File: config.mk
export PLATFORM = sky130hd
export DESIGN_NAME = spi_master_slave_port
export DESIGN_NICKNAME = d
export VERILOG_FILES = /design/src/core/spi_master_slave_port.v
export VERILOG_INCLUDE_DIRS = /design/src /design/src/core
export SDC_FILE = /design/constraint.sdc
export NUM_CORES = 1
export LEC_CHECK = 0
export BUFFER_PORTS_ARGS = -buffer_cell sky130_fd_sc_hd__buf_2
export CAP_MARGIN = 20
export CORE_UTILIZATION = 49
export DETAILED_ROUTE_END_ITERATION = 6
export PLACE_DENSITY = 0.87
export SETUP_SLACK_MARGIN = 0.5
export SLEW_MARGIN = 10
export SYNTH_ARGS = -nofsm -noshare
export SYNTH_HDL_FRONTEND = slang
export SYNTH_SLANG_ARGS = --single-unit
File: constraint.sdc
create_clock -name i_clock -period 2.29 [get_ports i_clock]
set_clock_uncertainty 0.15 [all_clocks]
set_input_delay 0.229 -clock i_clock [delete_from_list [all_inputs] [get_ports i_clock]]
set_output_delay 0.229 -clock i_clock [all_outputs]
set_load 0.02 [all_outputs]
File: src/core/spi_port_consts.vh
// Constants for the serial port block: offsets, fields, reset values
`ifndef SPI_PORT_CONSTS_VH
`define SPI_PORT_CONSTS_VH

// ----------------------------------------
// Register byte offsets
// ----------------------------------------
`define OFS_TX_HOLD     8'h00
`define OFS_RX_HOLD     8'h04
`define OFS_STATUS      8'h08
`define OFS_CONTROL     8'h0C
`define OFS_DIVIDER     8'h10
`define OFS_POWER       8'h14
`define OFS_IRQ_MASK    8'h18

// ----------------------------------------
// Status bit positions
// ----------------------------------------
`define STA_TX_VALID    0
`define STA_RX_VALID    3
`define STA_OVERFLOW    5

// ----------------------------------------
// Control bit positions
// ----------------------------------------
`define CON_ENABLE      0
`define CON_MASTER      1
`define CON_CPOL        2
`define CON_CPHA        3

// ----------------------------------------
// Reset values and limits
// ----------------------------------------
`define CONTROL_RESET   4'h0
`define DIVIDER_RESET   8'h00
`define POWER_RESET     3'h0
`define CD_BAD_LO       3'h6
`define CD_BAD_HI       3'h7
`define BITS_PER_BYTE   4'h8
`define HTRANS_NONSEQ   2'b10

`endif
File: src/core/spi_master_slave_port.v
// Full-duplex byte serial port, master or slave, with AHB-Lite registers
//
// Notes on behaviour
// RULE1 - Eight bits shift out and in together, timed by the serial clock.
// RULE2 - Master mode is inert when core clock divide field is 6 or 7.
// RULE3 - Port acts as clock-making master or clock-taking slave by control bit.
// RULE4 - Transmit holding byte moves to a shift register, out on the mode's data line.
// RULE5 - Status bit 0 shows transmit holding register holds untaken data.
// RULE6 - Status bit 3 shows receive holding register holds valid data.
// RULE7 - Status bit 5 sets when received data is overwritten or discarded.
// RULE8 - Master-in/slave-out is input as master, driven output as slave.
// RULE9 - Master-out/slave-in is driven output as master, input as slave.
// RULE10 - Each unit is one byte, most significant bit first, both ways.
// RULE11 - A byte takes exactly eight serial clock periods.
// RULE12 - Serial clock is output as master, input as slave.
// RULE13 - Master clock uses control polarity/phase, rate clk over 2*(1+divider).
// RULE14 - As slave, software sets polarity and phase matching the external master.
// RULE15 - External master clock must stay at or below a quarter of core clock.
// RULE16 - Data launches on one edge, samples on the other; settings must match.
// RULE17 - Slave transfer starts on select low, bytes continue until select rises.
// RULE18 - Write sets transmit valid, load clears it; rx read clears rx valid.
`timescale 1ns/10ps
`include "spi_port_consts.vh"

module spi_master_slave_port
#(
    parameter DIV_W = 8
)
(
    input  wire        i_clock,
    input  wire        i_resetn,
    input  wire        i_hsel,
    input  wire [7:0]  i_haddr,
    input  wire [1:0]  i_htrans,
    input  wire        i_hwrite,
    input  wire [2:0]  i_hsize,
    input  wire [31:0] i_hwdata,
    input  wire        i_hready,
    output wire        o_hreadyout,
    output wire        o_hresp,
    output reg  [31:0] o_hrdata,
    output wire        o_irq,
    input  wire        i_sclk,
    output wire        o_sclk,
    output wire        o_sclk_oe,
    input  wire        i_mosi,
    output wire        o_mosi,
    output wire        o_mosi_oe,
    input  wire        i_miso,
    output wire        o_miso,
    output wire        o_miso_oe,
    input  wire        i_cs_n
);

// ----------------------------------------
// Bus slave
// ----------------------------------------
reg              ph_valid_r;
reg              ph_write_r;
reg  [7:0]       ph_addr_r;
reg  [3:0]       control_r;
reg  [DIV_W-1:0] divider_r;
reg  [2:0]       power_r;
reg  [7:0]       tx_holding_reg;
reg  [7:0]       rx_holding_reg;
reg              tx_valid_r;
reg              rx_valid_r;
reg              overflow_r;
reg  [7:0]       irq_pend_r;
reg  [7:0]       irq_mask_r;
wire [7:0]       port_status_reg;
wire             wr_en;
wire             rd_en;
wire             sta_rd;
wire             rx_rd;
wire             tx_wr;

assign o_hreadyout = 1'b1;
assign o_hresp     = 1'b0;
assign wr_en  = ph_valid_r & ph_write_r;
assign rd_en  = ph_valid_r & ~ph_write_r;
assign tx_wr  = wr_en & (ph_addr_r == `OFS_TX_HOLD);
assign rx_rd  = rd_en & (ph_addr_r == `OFS_RX_HOLD);
assign sta_rd = rd_en & (ph_addr_r == `OFS_STATUS);

always @(posedge i_clock)
begin
    if (!i_resetn)
    begin
        ph_valid_r <= 1'b0;
        ph_write_r <= 1'b0;
        ph_addr_r  <= 8'h00;
    end
    else if (i_hready)
    begin
        ph_valid_r <= i_hsel & (i_htrans == `HTRANS_NONSEQ);
        ph_write_r <= i_hwrite;
        ph_addr_r  <= i_haddr;
    end
end

// Read data is combinational on the data phase, but drawn from registers
always @*
begin
    o_hrdata = 32'h0000_0000;
    if (rd_en)
    begin
        case (ph_addr_r)
            `OFS_TX_HOLD:  o_hrdata[7:0] = tx_holding_reg;
            `OFS_RX_HOLD:  o_hrdata[7:0] = rx_holding_reg;
            `OFS_STATUS:   o_hrdata[7:0] = port_status_reg;
            `OFS_CONTROL:  o_hrdata[3:0] = control_r;
            `OFS_DIVIDER:  o_hrdata[DIV_W-1:0] = divider_r;
            `OFS_POWER:    o_hrdata[2:0] = power_r;
            `OFS_IRQ_MASK: o_hrdata[7:0] = irq_mask_r;
            default:       o_hrdata = 32'h0000_0000;
        endcase
    end
end

always @(posedge i_clock)
begin
    if (!i_resetn)
    begin
        control_r  <= `CONTROL_RESET;
        divider_r  <= {DIV_W{1'b0}};
        power_r    <= `POWER_RESET;
        irq_mask_r <= 8'h00;
    end
    else if (wr_en)
    begin
        if (ph_addr_r == `OFS_CONTROL)
            control_r <= i_hwdata[3:0];
        if (ph_addr_r == `OFS_DIVIDER)
            divider_r <= i_hwdata[DIV_W-1:0];
        if (ph_addr_r == `OFS_POWER)
            power_r <= i_hwdata[2:0];
        if (ph_addr_r == `OFS_IRQ_MASK)
            irq_mask_r <= i_hwdata[7:0];
    end
end

// ----------------------------------------
// Mode decode
// ----------------------------------------
wire en       = control_r[`CON_ENABLE];
wire is_mst   = control_r[`CON_MASTER];                               // [RULE3]
wire cpol     = control_r[`CON_CPOL];
wire cpha     = control_r[`CON_CPHA];
wire cd_bad   = (power_r == `CD_BAD_LO) | (power_r == `CD_BAD_HI);
wire mst_run  = en & is_mst & ~cd_bad;                                 // [RULE2]
wire slv_run  = en & ~is_mst;

// ----------------------------------------
// Master clock divider
// ----------------------------------------
// Half period is (1+divider) core cycles, so full rate is clk/(2*(1+div))
reg  [DIV_W-1:0] div_cnt_r;
reg              m_busy_r;
reg              m_sclk_r;
reg  [3:0]       m_edge_r;
wire             half_tick = m_busy_r & (div_cnt_r == divider_r);      // [RULE13]

always @(posedge i_clock)
begin
    if (!i_resetn || !m_busy_r)
        div_cnt_r <= {DIV_W{1'b0}};
    else if (half_tick)
        div_cnt_r <= {DIV_W{1'b0}};
    else
        div_cnt_r <= div_cnt_r + 1'b1;
end

// ----------------------------------------
// Slave clock and select edge detect
// ----------------------------------------
// Pins are taken as synchronous; one register gives edge history
reg  s_sclk_q_r;
reg  s_cs_q_r;
wire s_rise = i_sclk & ~s_sclk_q_r;
wire s_fall = ~i_sclk & s_sclk_q_r;
wire s_sel  = slv_run & ~i_cs_n;                                       // [RULE17]

always @(posedge i_clock)
begin
    if (!i_resetn)
    begin
        s_sclk_q_r <= 1'b0;
        s_cs_q_r   <= 1'b1;
    end
    else
    begin
        s_sclk_q_r <= i_sclk;
        s_cs_q_r   <= i_cs_n;
    end
end

// Leading edge is away from idle level, trailing edge back to it
wire lead_s  = cpol ? s_fall : s_rise;
wire trail_s = cpol ? s_rise : s_fall;
wire s_start = s_sel & s_cs_q_r;

// Master: odd half ticks are leading edges, even are trailing
wire m_lead  = half_tick & ~m_edge_r[0];
wire m_trail = half_tick &  m_edge_r[0];

// Sample on one edge, launch on the other                              [RULE16]
wire samp    = is_mst ? (cpha ? m_trail : m_lead) : (s_sel & (cpha ? trail_s : lead_s));
wire launch  = is_mst ? (cpha ? m_lead : m_trail) : (s_sel & (cpha ? lead_s : trail_s));

// ----------------------------------------
// Shift engine
// ----------------------------------------
reg  [7:0] tx_shift_r;
reg  [7:0] rx_shift_r;
reg  [3:0] bit_cnt_r;
reg        rx_full_r;
// Marks the first launch edge after select; the byte is already loaded
reg        s_first_r;
wire       byte_done = samp & (bit_cnt_r == `BITS_PER_BYTE - 4'h1);    // [RULE11]
wire       m_start   = mst_run & ~m_busy_r & tx_valid_r;
// Next byte loads on the launch edge after a byte, so its top bit is not shifted away
wire       s_load    = s_start | (s_sel & launch & (bit_cnt_r == 4'h0) & ~s_first_r);
wire       tx_take   = tx_valid_r & (m_start | s_load);
wire       rx_ovr;

always @(posedge i_clock)
begin
    if (!i_resetn)
    begin
        tx_shift_r <= 8'h00;
        rx_shift_r <= 8'h00;
        bit_cnt_r  <= 4'h0;
        m_busy_r   <= 1'b0;
        m_sclk_r   <= 1'b0;
        m_edge_r   <= 4'h0;
        rx_full_r  <= 1'b0;
        s_first_r  <= 1'b0;
    end
    else
    begin
        rx_full_r <= 1'b0;
        if (s_start)
            s_first_r <= 1'b1;
        else if (launch)
            s_first_r <= 1'b0;
        if (m_start | s_start)
        begin
            // Load holding byte, or zero when nothing written    [RULE4]
            tx_shift_r <= tx_valid_r ? tx_holding_reg : 8'h00;
            bit_cnt_r  <= 4'h0;
            m_busy_r   <= m_start;
            m_sclk_r   <= cpol;
            m_edge_r   <= 4'h0;
        end
        else
        begin
            if (!s_sel && !is_mst)
                bit_cnt_r <= 4'h0;
            if (half_tick)
            begin
                m_sclk_r <= ~m_sclk_r;
                m_edge_r <= m_edge_r + 4'h1;
                // Stop after sixteen half periods                   [RULE11]
                if (m_edge_r == 4'hF)
                begin
                    m_busy_r <= 1'b0;
                    m_sclk_r <= cpol;
                end
            end
            if (samp)
            begin
                rx_shift_r <= {rx_shift_r[6:0], is_mst ? i_miso : i_mosi}; // [RULE10]
                bit_cnt_r  <= byte_done ? 4'h0 : bit_cnt_r + 4'h1;         // [RULE1]
                rx_full_r  <= byte_done;
            end
            if (launch && !(bit_cnt_r == 4'h0 && (s_sel ? s_first_r : cpha)))
                tx_shift_r <= {tx_shift_r[6:0], 1'b0};                     // [RULE10]
            if (s_load && !s_start)
                tx_shift_r <= tx_valid_r ? tx_holding_reg : 8'h00;         // [RULE4]
        end
        if (!mst_run && is_mst)
            m_busy_r <= 1'b0;
    end
end

// ----------------------------------------
// Holding registers and status
// ----------------------------------------
wire [7:0] rx_word = rx_shift_r;
assign rx_ovr = rx_full_r & rx_valid_r & ~rx_rd;

always @(posedge i_clock)
begin
    if (!i_resetn)
    begin
        tx_holding_reg <= 8'h00;
        rx_holding_reg <= 8'h00;
        tx_valid_r     <= 1'b0;
        rx_valid_r     <= 1'b0;
        overflow_r     <= 1'b0;
    end
    else
    begin
        if (tx_wr)
        begin
            tx_holding_reg <= i_hwdata[7:0];
            tx_valid_r     <= 1'b1;                                    // [RULE18]
        end
        else if (tx_take)
            tx_valid_r <= 1'b0;                                        // [RULE18]
        if (rx_full_r)
        begin
            rx_holding_reg <= rx_word;
            rx_valid_r     <= 1'b1;                                    // [RULE6]
        end
        else if (rx_rd)
            rx_valid_r <= 1'b0;                                        // [RULE18]
        // Overwrite of unread byte; set wins over a status read clear
        if (rx_ovr)
            overflow_r <= 1'b1;                                        // [RULE7]
        else if (sta_rd)
            overflow_r <= 1'b0;
    end
end

assign port_status_reg = {2'b00, overflow_r, 1'b0, rx_valid_r, 2'b00, tx_valid_r}; // [RULE5]

// ----------------------------------------
// Interrupts
// ----------------------------------------
// Events: tx taken, rx byte arrived, overflow; cleared by a status read
wire [7:0] irq_evt = {2'b00, rx_ovr, 1'b0, rx_full_r, 2'b00, tx_take};

always @(posedge i_clock)
begin
    if (!i_resetn)
        irq_pend_r <= 8'h00;
    else
        irq_pend_r <= (sta_rd ? 8'h00 : irq_pend_r) | irq_evt;
end

assign o_irq = |(irq_pend_r & irq_mask_r);

// ----------------------------------------
// Pins
// ----------------------------------------
assign o_sclk    = m_busy_r ? m_sclk_r : cpol;
assign o_sclk_oe = en & is_mst;                                        // [RULE12]
assign o_mosi    = tx_shift_r[7];
assign o_mosi_oe = en & is_mst;                                        // [RULE9]
assign o_miso    = tx_shift_r[7];
assign o_miso_oe = slv_run & ~i_cs_n;                                  // [RULE8]

endmodule

=== After elaboration in Yosys (flattened, before gate mapping) ===
Cells that the tools add are included.

* Register bits after elaboration: 98
* Bits of input ports: 54
* Output and inout port bits: 41

* Reduce and logical (&&, ||, !) cells: 34
* Add/sub/neg operators: 3
* Muxes and demuxes: 37
* Bitwise operators: 47
* Equality and inequality tests: 12

{| class="wikitable"
|+ Operators with widths
! operator !! count
|-
| 8-bit two-way mux || 6
|-
| 1-bit AND || 27
|-
| 1-bit two-way mux || 25
|-
| 8-bit by 5-bit equality test with 1-bit output (second input constant) || 3
|-
| 3-bit one-hot mux with 7 select lines || 1
|-
| 4-bit one-hot mux with 5 select lines || 1
|-
| 8-bit by 4-bit equality test with 1-bit output (second input constant) || 2
|-
| 1-bit NOT || 14
|-
| 2-bit nonzero test || 7
|-
| 4-bit two-way mux || 3
|-
| 2-bit AND reduction || 6
|-
| 4-bit by 1-bit adder with 4-bit output (second input constant) || 2
|-
| 8-bit by 1-bit adder with 8-bit output (second input constant) || 1
|-
| 8-bit AND || 1
|-
| 8-bit by 3-bit equality test with 1-bit output (second input constant) || 1
|-
| 8-bit equality test || 1
|-
| 8-bit zero test || 1
|-
| 8-bit by 6-bit OR with 8-bit output || 1
|-
| 8-bit OR reduction || 1
|-
| 1-bit zero test || 7
|-
| 3-bit equality test (second input constant) || 2
|-
| 1-bit one-hot mux with 6 select lines || 1
|-
| 2-bit OR reduction || 3
|-
| 1-bit logical AND || 5
|-
| 8 further kinds || 11
|}

=== Depth between registers and ports, before layout ===
* Depth in word-level cells: 14
* Mapped depth: 9
* Gate-level depth less buffers: 8

=== Worst setup path after synthesis ===
Ideal clock, no wire load.

* Path type: register to output
* From: reg ph_addr_r[0]
* To: out o_hrdata[3]
* Data arrival time: 1.983 ns
* Stages on the path, launching flop included: 6
* Slack: -0.072 ns
* Required time: 1.911 ns
* Path through: dfxtp_1 > or4_4 > or2_2 > nor3_1 > a21oi_1 > a21boi_1

* Word-level cells in the longest chain between the ends: 3

{| class="wikitable"
|+ Ends and longest elaborated chain
! element !! line !! RTL
|-
| start: declaration || spi_master_slave_port.v:60 || <nowiki>reg [7:0] ph_addr_r;</nowiki>
|-
| start signal: assignment || spi_master_slave_port.v:98 || <nowiki>ph_addr_r <= i_haddr;</nowiki>
|-
| 8-bit by 5-bit equality test with 1-bit output, or another cell as far along || spi_master_slave_port.v:108 || <nowiki>case (ph_addr_r)</nowiki>
|-
| 1-bit one-hot mux with 6 select lines (*) || spi_master_slave_port.v:108 ||
|-
| 8-bit two-way mux (*) || spi_master_slave_port.v:106 || <nowiki>if (rd_en)</nowiki>
|-
| end: declaration || spi_master_slave_port.v:41 || <nowiki>output reg [31:0] o_hrdata,</nowiki>
|}

Every way passes the cells marked *; elsewhere a longest branch is shown, timed or not.

=== Final worst setup path ===
* From: reg ph_addr_r[6]
* To: out o_hrdata[6]

* Word-level cells in the longest chain between the ends: 3

{| class="wikitable"
|+ Ends and longest elaborated chain
! element !! line
|-
| 8-bit by 5-bit equality test with 1-bit output, or another cell as far along || spi_master_slave_port.v:108
|-
| 4-bit one-hot mux with 5 select lines (*) || spi_master_slave_port.v:108
|-
| 8-bit two-way mux (*) || spi_master_slave_port.v:106
|}

Marks and branches as above.

==> impl_metrics.xml <==
<?xml version="1.0" encoding="UTF-8"?>
<metrics>
  <group name="sta">
    <metric name="max-slew-margin-rel" unit="">0.572</metric>
    <metric name="finalWorstPathRequiredPeriod" unit="ns">2.65</metric>
    <metric name="achievable-frequency" unit="MHz">377</metric>
    <metric name="final_critical_path_setup_slack" unit="ns">-0.361</metric>
    <metric name="layout_worst_path_cycle_share" unit="">1.16</metric>
    <metric name="setup-violations-final" unit="">16</metric>
    <metric name="max_slew.worst_pin.slew" unit="ns">0.640</metric>
    <metric name="finalHoldWorstSlack" unit="ns">0.00616</metric>
    <metric name="grt_setup_unrepaired" unit="">yes</metric>
    <metric name="slew_violations" unit="">0</metric>
    <metric name="hold_violations" unit="">0</metric>
  </group>
  <group name="placement">
    <metric name="portBuffers" unit="">41</metric>
    <metric name="place_congestion" unit="">0.928</metric>
    <metric name="detailed_place_hpwl" unit="microns">7660</metric>
    <metric name="dpl.cell_count" unit="">662</metric>
    <metric name="place_ws" unit="ns">-0.0526</metric>
    <metric name="cell_area_placed" unit="sq mm">0.00500</metric>
  </group>
  <group name="layout">
    <metric name="final_cells" unit="">726</metric>
    <metric name="layout_common_cells" unit="">sky130_fd_sc_hd__nor2_1 (75), sky130_fd_sc_hd__dfxtp_1 (75), sky130_fd_sc_hd__mux2i_1 (62), sky130_fd_sc_hd__nand2_1 (36), sky130_fd_sc_hd__buf_2 (32)</metric>
    <metric name="finalNetCount" unit="">672</metric>
    <metric name="area.growth.synth_to_final" unit="%">35.9</metric>
    <metric name="diodes" unit="">0</metric>
    <metric name="design_area" unit="sq mm">0.00619</metric>
    <metric name="final.fill_count" unit="">571</metric>
    <metric name="drive_gt1_frac" unit="">0.340</metric>
  </group>
  <group name="worst_setup_path">
    <metric name="timing.reg2reg.setup_slack" unit="ns">-0.04</metric>
    <metric name="timing_worst_setup_path_type" unit="">register to output port</metric>
    <metric name="critical_path.reg2reg.startpoint" unit="">ph_addr_r[6]</metric>
    <metric name="worst_r2r_endpoint" unit="">divider_r[1]</metric>
    <metric name="critPathBufInv" unit="">2</metric>
    <metric name="cp_launch_point" unit="">ph_addr_r[6]</metric>
    <metric name="timing.critical_path.arrival" unit="ns">2.27</metric>
    <metric name="critical_path.cell_chain" unit="">or4_4 &gt; nor2_4 &gt; nand2_4 &gt; buf_12 &gt; nor2_4 &gt; a222oi_1 &gt; nor2_2 &gt; buf_6</metric>
    <metric name="startpoint_type" unit="">register</metric>
    <metric name="r2r_cells" unit="">9</metric>
    <metric name="critPathSlowestCell" unit="">sky130_fd_sc_hd__or4_4</metric>
    <metric name="timing.critical_path.max_delay_family" unit="">simple AND/OR/NAND/NOR gates</metric>
    <metric name="end_kind" unit="">output port</metric>
    <metric name="worst-path-max-fanout" unit="">4</metric>
    <metric name="cpMostUsedCell" unit="">sky130_fd_sc_hd__nor2_4</metric>
    <metric name="slowest_delay" unit="ns">0.57</metric>
    <metric name="cp_data_required_time" unit="ns">1.91</metric>
  </group>
  <group name="global_route">
    <metric name="overflow" unit="">0</metric>
    <metric name="global_route_wire_length_before_repair" unit="microns">19800</metric>
    <metric name="globalRoute.busiestLayer" unit="">met2</metric>
    <metric name="grt_pass1_vias" unit="">4059</metric>
    <metric name="grt_antenna_before_repair" unit="">0</metric>
    <metric name="grt_max_degree" unit="">37</metric>
    <metric name="grt_util_met2" unit="">0.450</metric>
    <metric name="grt.met3_usage" unit="">0.0631</metric>
    <metric name="gr-usage-met1" unit="">0.299</metric>
    <metric name="grtUsageTotal" unit="">0.259</metric>
  </group>
  <group name="detailed_routing">
    <metric name="drtIter0Drc" unit="">350</metric>
    <metric name="drtAntennaViolNets" unit="">0</metric>
    <metric name="drt-wirelength-per-cell" unit="microns">17.9</metric>
    <metric name="drc" unit="">0</metric>
    <metric name="drt_pass1_iterations" unit="">7</metric>
    <metric name="detail_route.wirelength" unit="microns">13000</metric>
    <metric name="vias" unit="">4193</metric>
    <metric name="drt-vias-per-instance" unit="">5.78</metric>
  </group>
  <group name="yosys">
    <metric name="synth_sequential_area_ratio" unit="">0.409</metric>
    <metric name="syn-cell-area" unit="sq mm">0.00455</metric>
    <metric name="synth_cell_type_count" unit="">54</metric>
    <metric name="synth-edff-count" unit="">0</metric>
    <metric name="predominant_post_synthesis_flop_cell" unit="">sky130_fd_sc_hd__dfxtp_1</metric>
    <metric name="synth.avg_cell_area" unit="sq um">8.74</metric>
    <metric name="async_set_reset_flop_share_out_of_synthesis" unit="">0</metric>
    <metric name="synth_seq_cells" unit="">93</metric>
    <metric name="yosys_warnings" unit="">0</metric>
    <metric name="post_synth_inst_count" unit="">521</metric>
  </group>
  <group name="floorplan">
    <metric name="i_o_pins" unit="">95</metric>
    <metric name="initial_core_util" unit="">0.515</metric>
    <metric name="std_cell_rows" unit="">34</metric>
    <metric name="fp.dieW" unit="microns">98.4</metric>
    <metric name="dieArea" unit="sq mm">0.00968</metric>
    <metric name="die_h" unit="microns">98.4</metric>
    <metric name="floorplan.core_area" unit="sq mm">0.00885</metric>
  </group>
  <group name="status">
    <metric name="violated_checks" unit="">negative setup slack</metric>
    <metric name="status" unit="">finished, violations left</metric>
  </group>
  <group name="pwr">
    <metric name="netSwitchingFraction" unit="">0.242</metric>
    <metric name="p_int" unit="uW">2410</metric>
    <metric name="power.combinational.fraction" unit="">0.088</metric>
    <metric name="total_power_per_unit_cell_area" unit="mW/mm^2">514</metric>
    <metric name="total_leakage_power" unit="uW">0.00260</metric>
    <metric name="worst_ir_drop_vdd" unit="uV">419</metric>
    <metric name="p_switching" unit="uW">770</metric>
    <metric name="share_seq_of_total_power" unit="">0.518</metric>
    <metric name="clockPowerShare" unit="">0.394</metric>
  </group>
  <group name="clock_tree">
    <metric name="clock_tree.htree_level_count" unit="">3</metric>
    <metric name="clk-insertion-delay-late" unit="ns">0.37</metric>
    <metric name="clk_path_buf_depth" unit="">2</metric>
    <metric name="tritoncts.num_buffers" unit="">9</metric>
    <metric name="clockRootBuffer" unit="">sky130_fd_sc_hd__clkbuf_8</metric>
    <metric name="cts.sink_count" unit="">93</metric>
    <metric name="clock_tree_from_tritoncts" unit="">yes</metric>
    <metric name="clk_pin_slew" unit="ns">0.08</metric>
  </group>
  <group name="hold_path">
    <metric name="whs_path_depth" unit="">3</metric>
    <metric name="tightest_hold_check_type" unit="">input pin to register</metric>
    <metric name="hp-start" unit="">i_hwdata[7]</metric>
    <metric name="whs_endpoint" unit="">irq_mask_r[7]</metric>
  </group>
  <group name="flow_run">
    <metric name="maxCapViolations" unit="">0</metric>
  </group>
</metrics>
## timing repair
action                     in CTS  in global routing
gates cloned                    3                  0
setup endpoints to repair      80                 82
hold endpoints to repair       19                  0
pin swaps                      27                 27
gates resized for setup        91                 43
setup buffers                  17                 13
hold buffers                   16                  0
## logic make-up after synthesis
kind of cell / after synthesis / share of synthesized area
xor+xnor: 19 / 0.0365
flops: 93 / 0.409
other cells: 2 / 0.00165
buf+inv: 69 / 0.0819
simple gates: 197 / 0.208
mux: 71 / 0.158
fa+ha+maj: 4 / 0.0110
compound gates: 66 / 0.0940
## power by group through the flow
stage | sequential, uW | clock [uW] | combinational [uW]
finish | 1650 | 1250 | 280
detailed placement | 1680 | 0 | 206
CTS | 1640 | 1240 | 248
global placement | 1680 | 0 | 202
floorplan | 1670 | 0 | 183
global route | 1650 | 1310 | 298
## tightest hold or removal path, stage by stage
cell and delay [ns]:
sky130_fd_sc_hd__buf_2 0.11, sky130_fd_sc_hd__mux2i_1 0.07, sky130_fd_sc_hd__nor2_1 0.07
## cell type report
cell class	count	area, sq um	area share
timing repair buffer	109	940	0.152
clock buffer	12	155	0.0251
clock inverter	3	68.8	0.0111
inverter	16	65.1	0.0105
sequential	93	1890	0.305
multi-input combinational	385	2930	0.474
tap	108	135	0.0218
## layer usage
layer,vias to the layer above,share of wire
met3,63,0.065
met4,0,0.048
met1,1989,0.39
met2,213,0.50
met5,-,0
li1,1928,-
## Yosys cell counts (7+ instances only)
cell type,number,share of area
sky130_fd_sc_hd__dfxtp_1,93,0.41
sky130_fd_sc_hd__nor2_1,84,0.069
sky130_fd_sc_hd__mux2i_1,64,0.14
sky130_fd_sc_hd__nand2_1,41,0.034
sky130_fd_sc_hd__buf_4,28,0.046
sky130_fd_sc_hd__a21oi_1,19,0.021
sky130_fd_sc_hd__nand3_1,16,0.018
sky130_fd_sc_hd__clkbuf_1,15,0.012
sky130_fd_sc_hd__inv_1,14,0.012
sky130_fd_sc_hd__xnor2_1,14,0.027
sky130_fd_sc_hd__and3_1,13,0.018
sky130_fd_sc_hd__nor3_1,8,0.0088
sky130_fd_sc_hd__a31oi_1,7,0.0096
sky130_fd_sc_hd__buf_2,7,0.0077
sky130_fd_sc_hd__mux2_2,7,0.017
sky130_fd_sc_hd__o21ai_0,7,0.0077
## through the flow
| stage | total power, uW | setup TNS, ns | util |
|---|---|---|---|
| global route | 3260 | -3.66 | 0.699 |
| floorplan | 1860 | 0 | - |
| finish | 3180 | -2.76 | 0.699 |
| detailed placement | 1890 | -0.0936 | 0.566 |
| CTS | 3130 | -2.49 | 0.668 |
| global placement | 1880 | 0 | 0.566 |
## how the worst max path moves through the flow
stage                                    to  cells past startpoint
final                           o_hrdata[6]                      8
after global routing            o_hrdata[6]                      8
after CTS                       o_hrdata[6]                      6
after detailed placement  tx_holding_reg[3]                      6
after global placement          o_hrdata[2]                      6
after floorplan                 o_hrdata[1]                      6
Note: power is estimated with default switching activity, not from simulation.
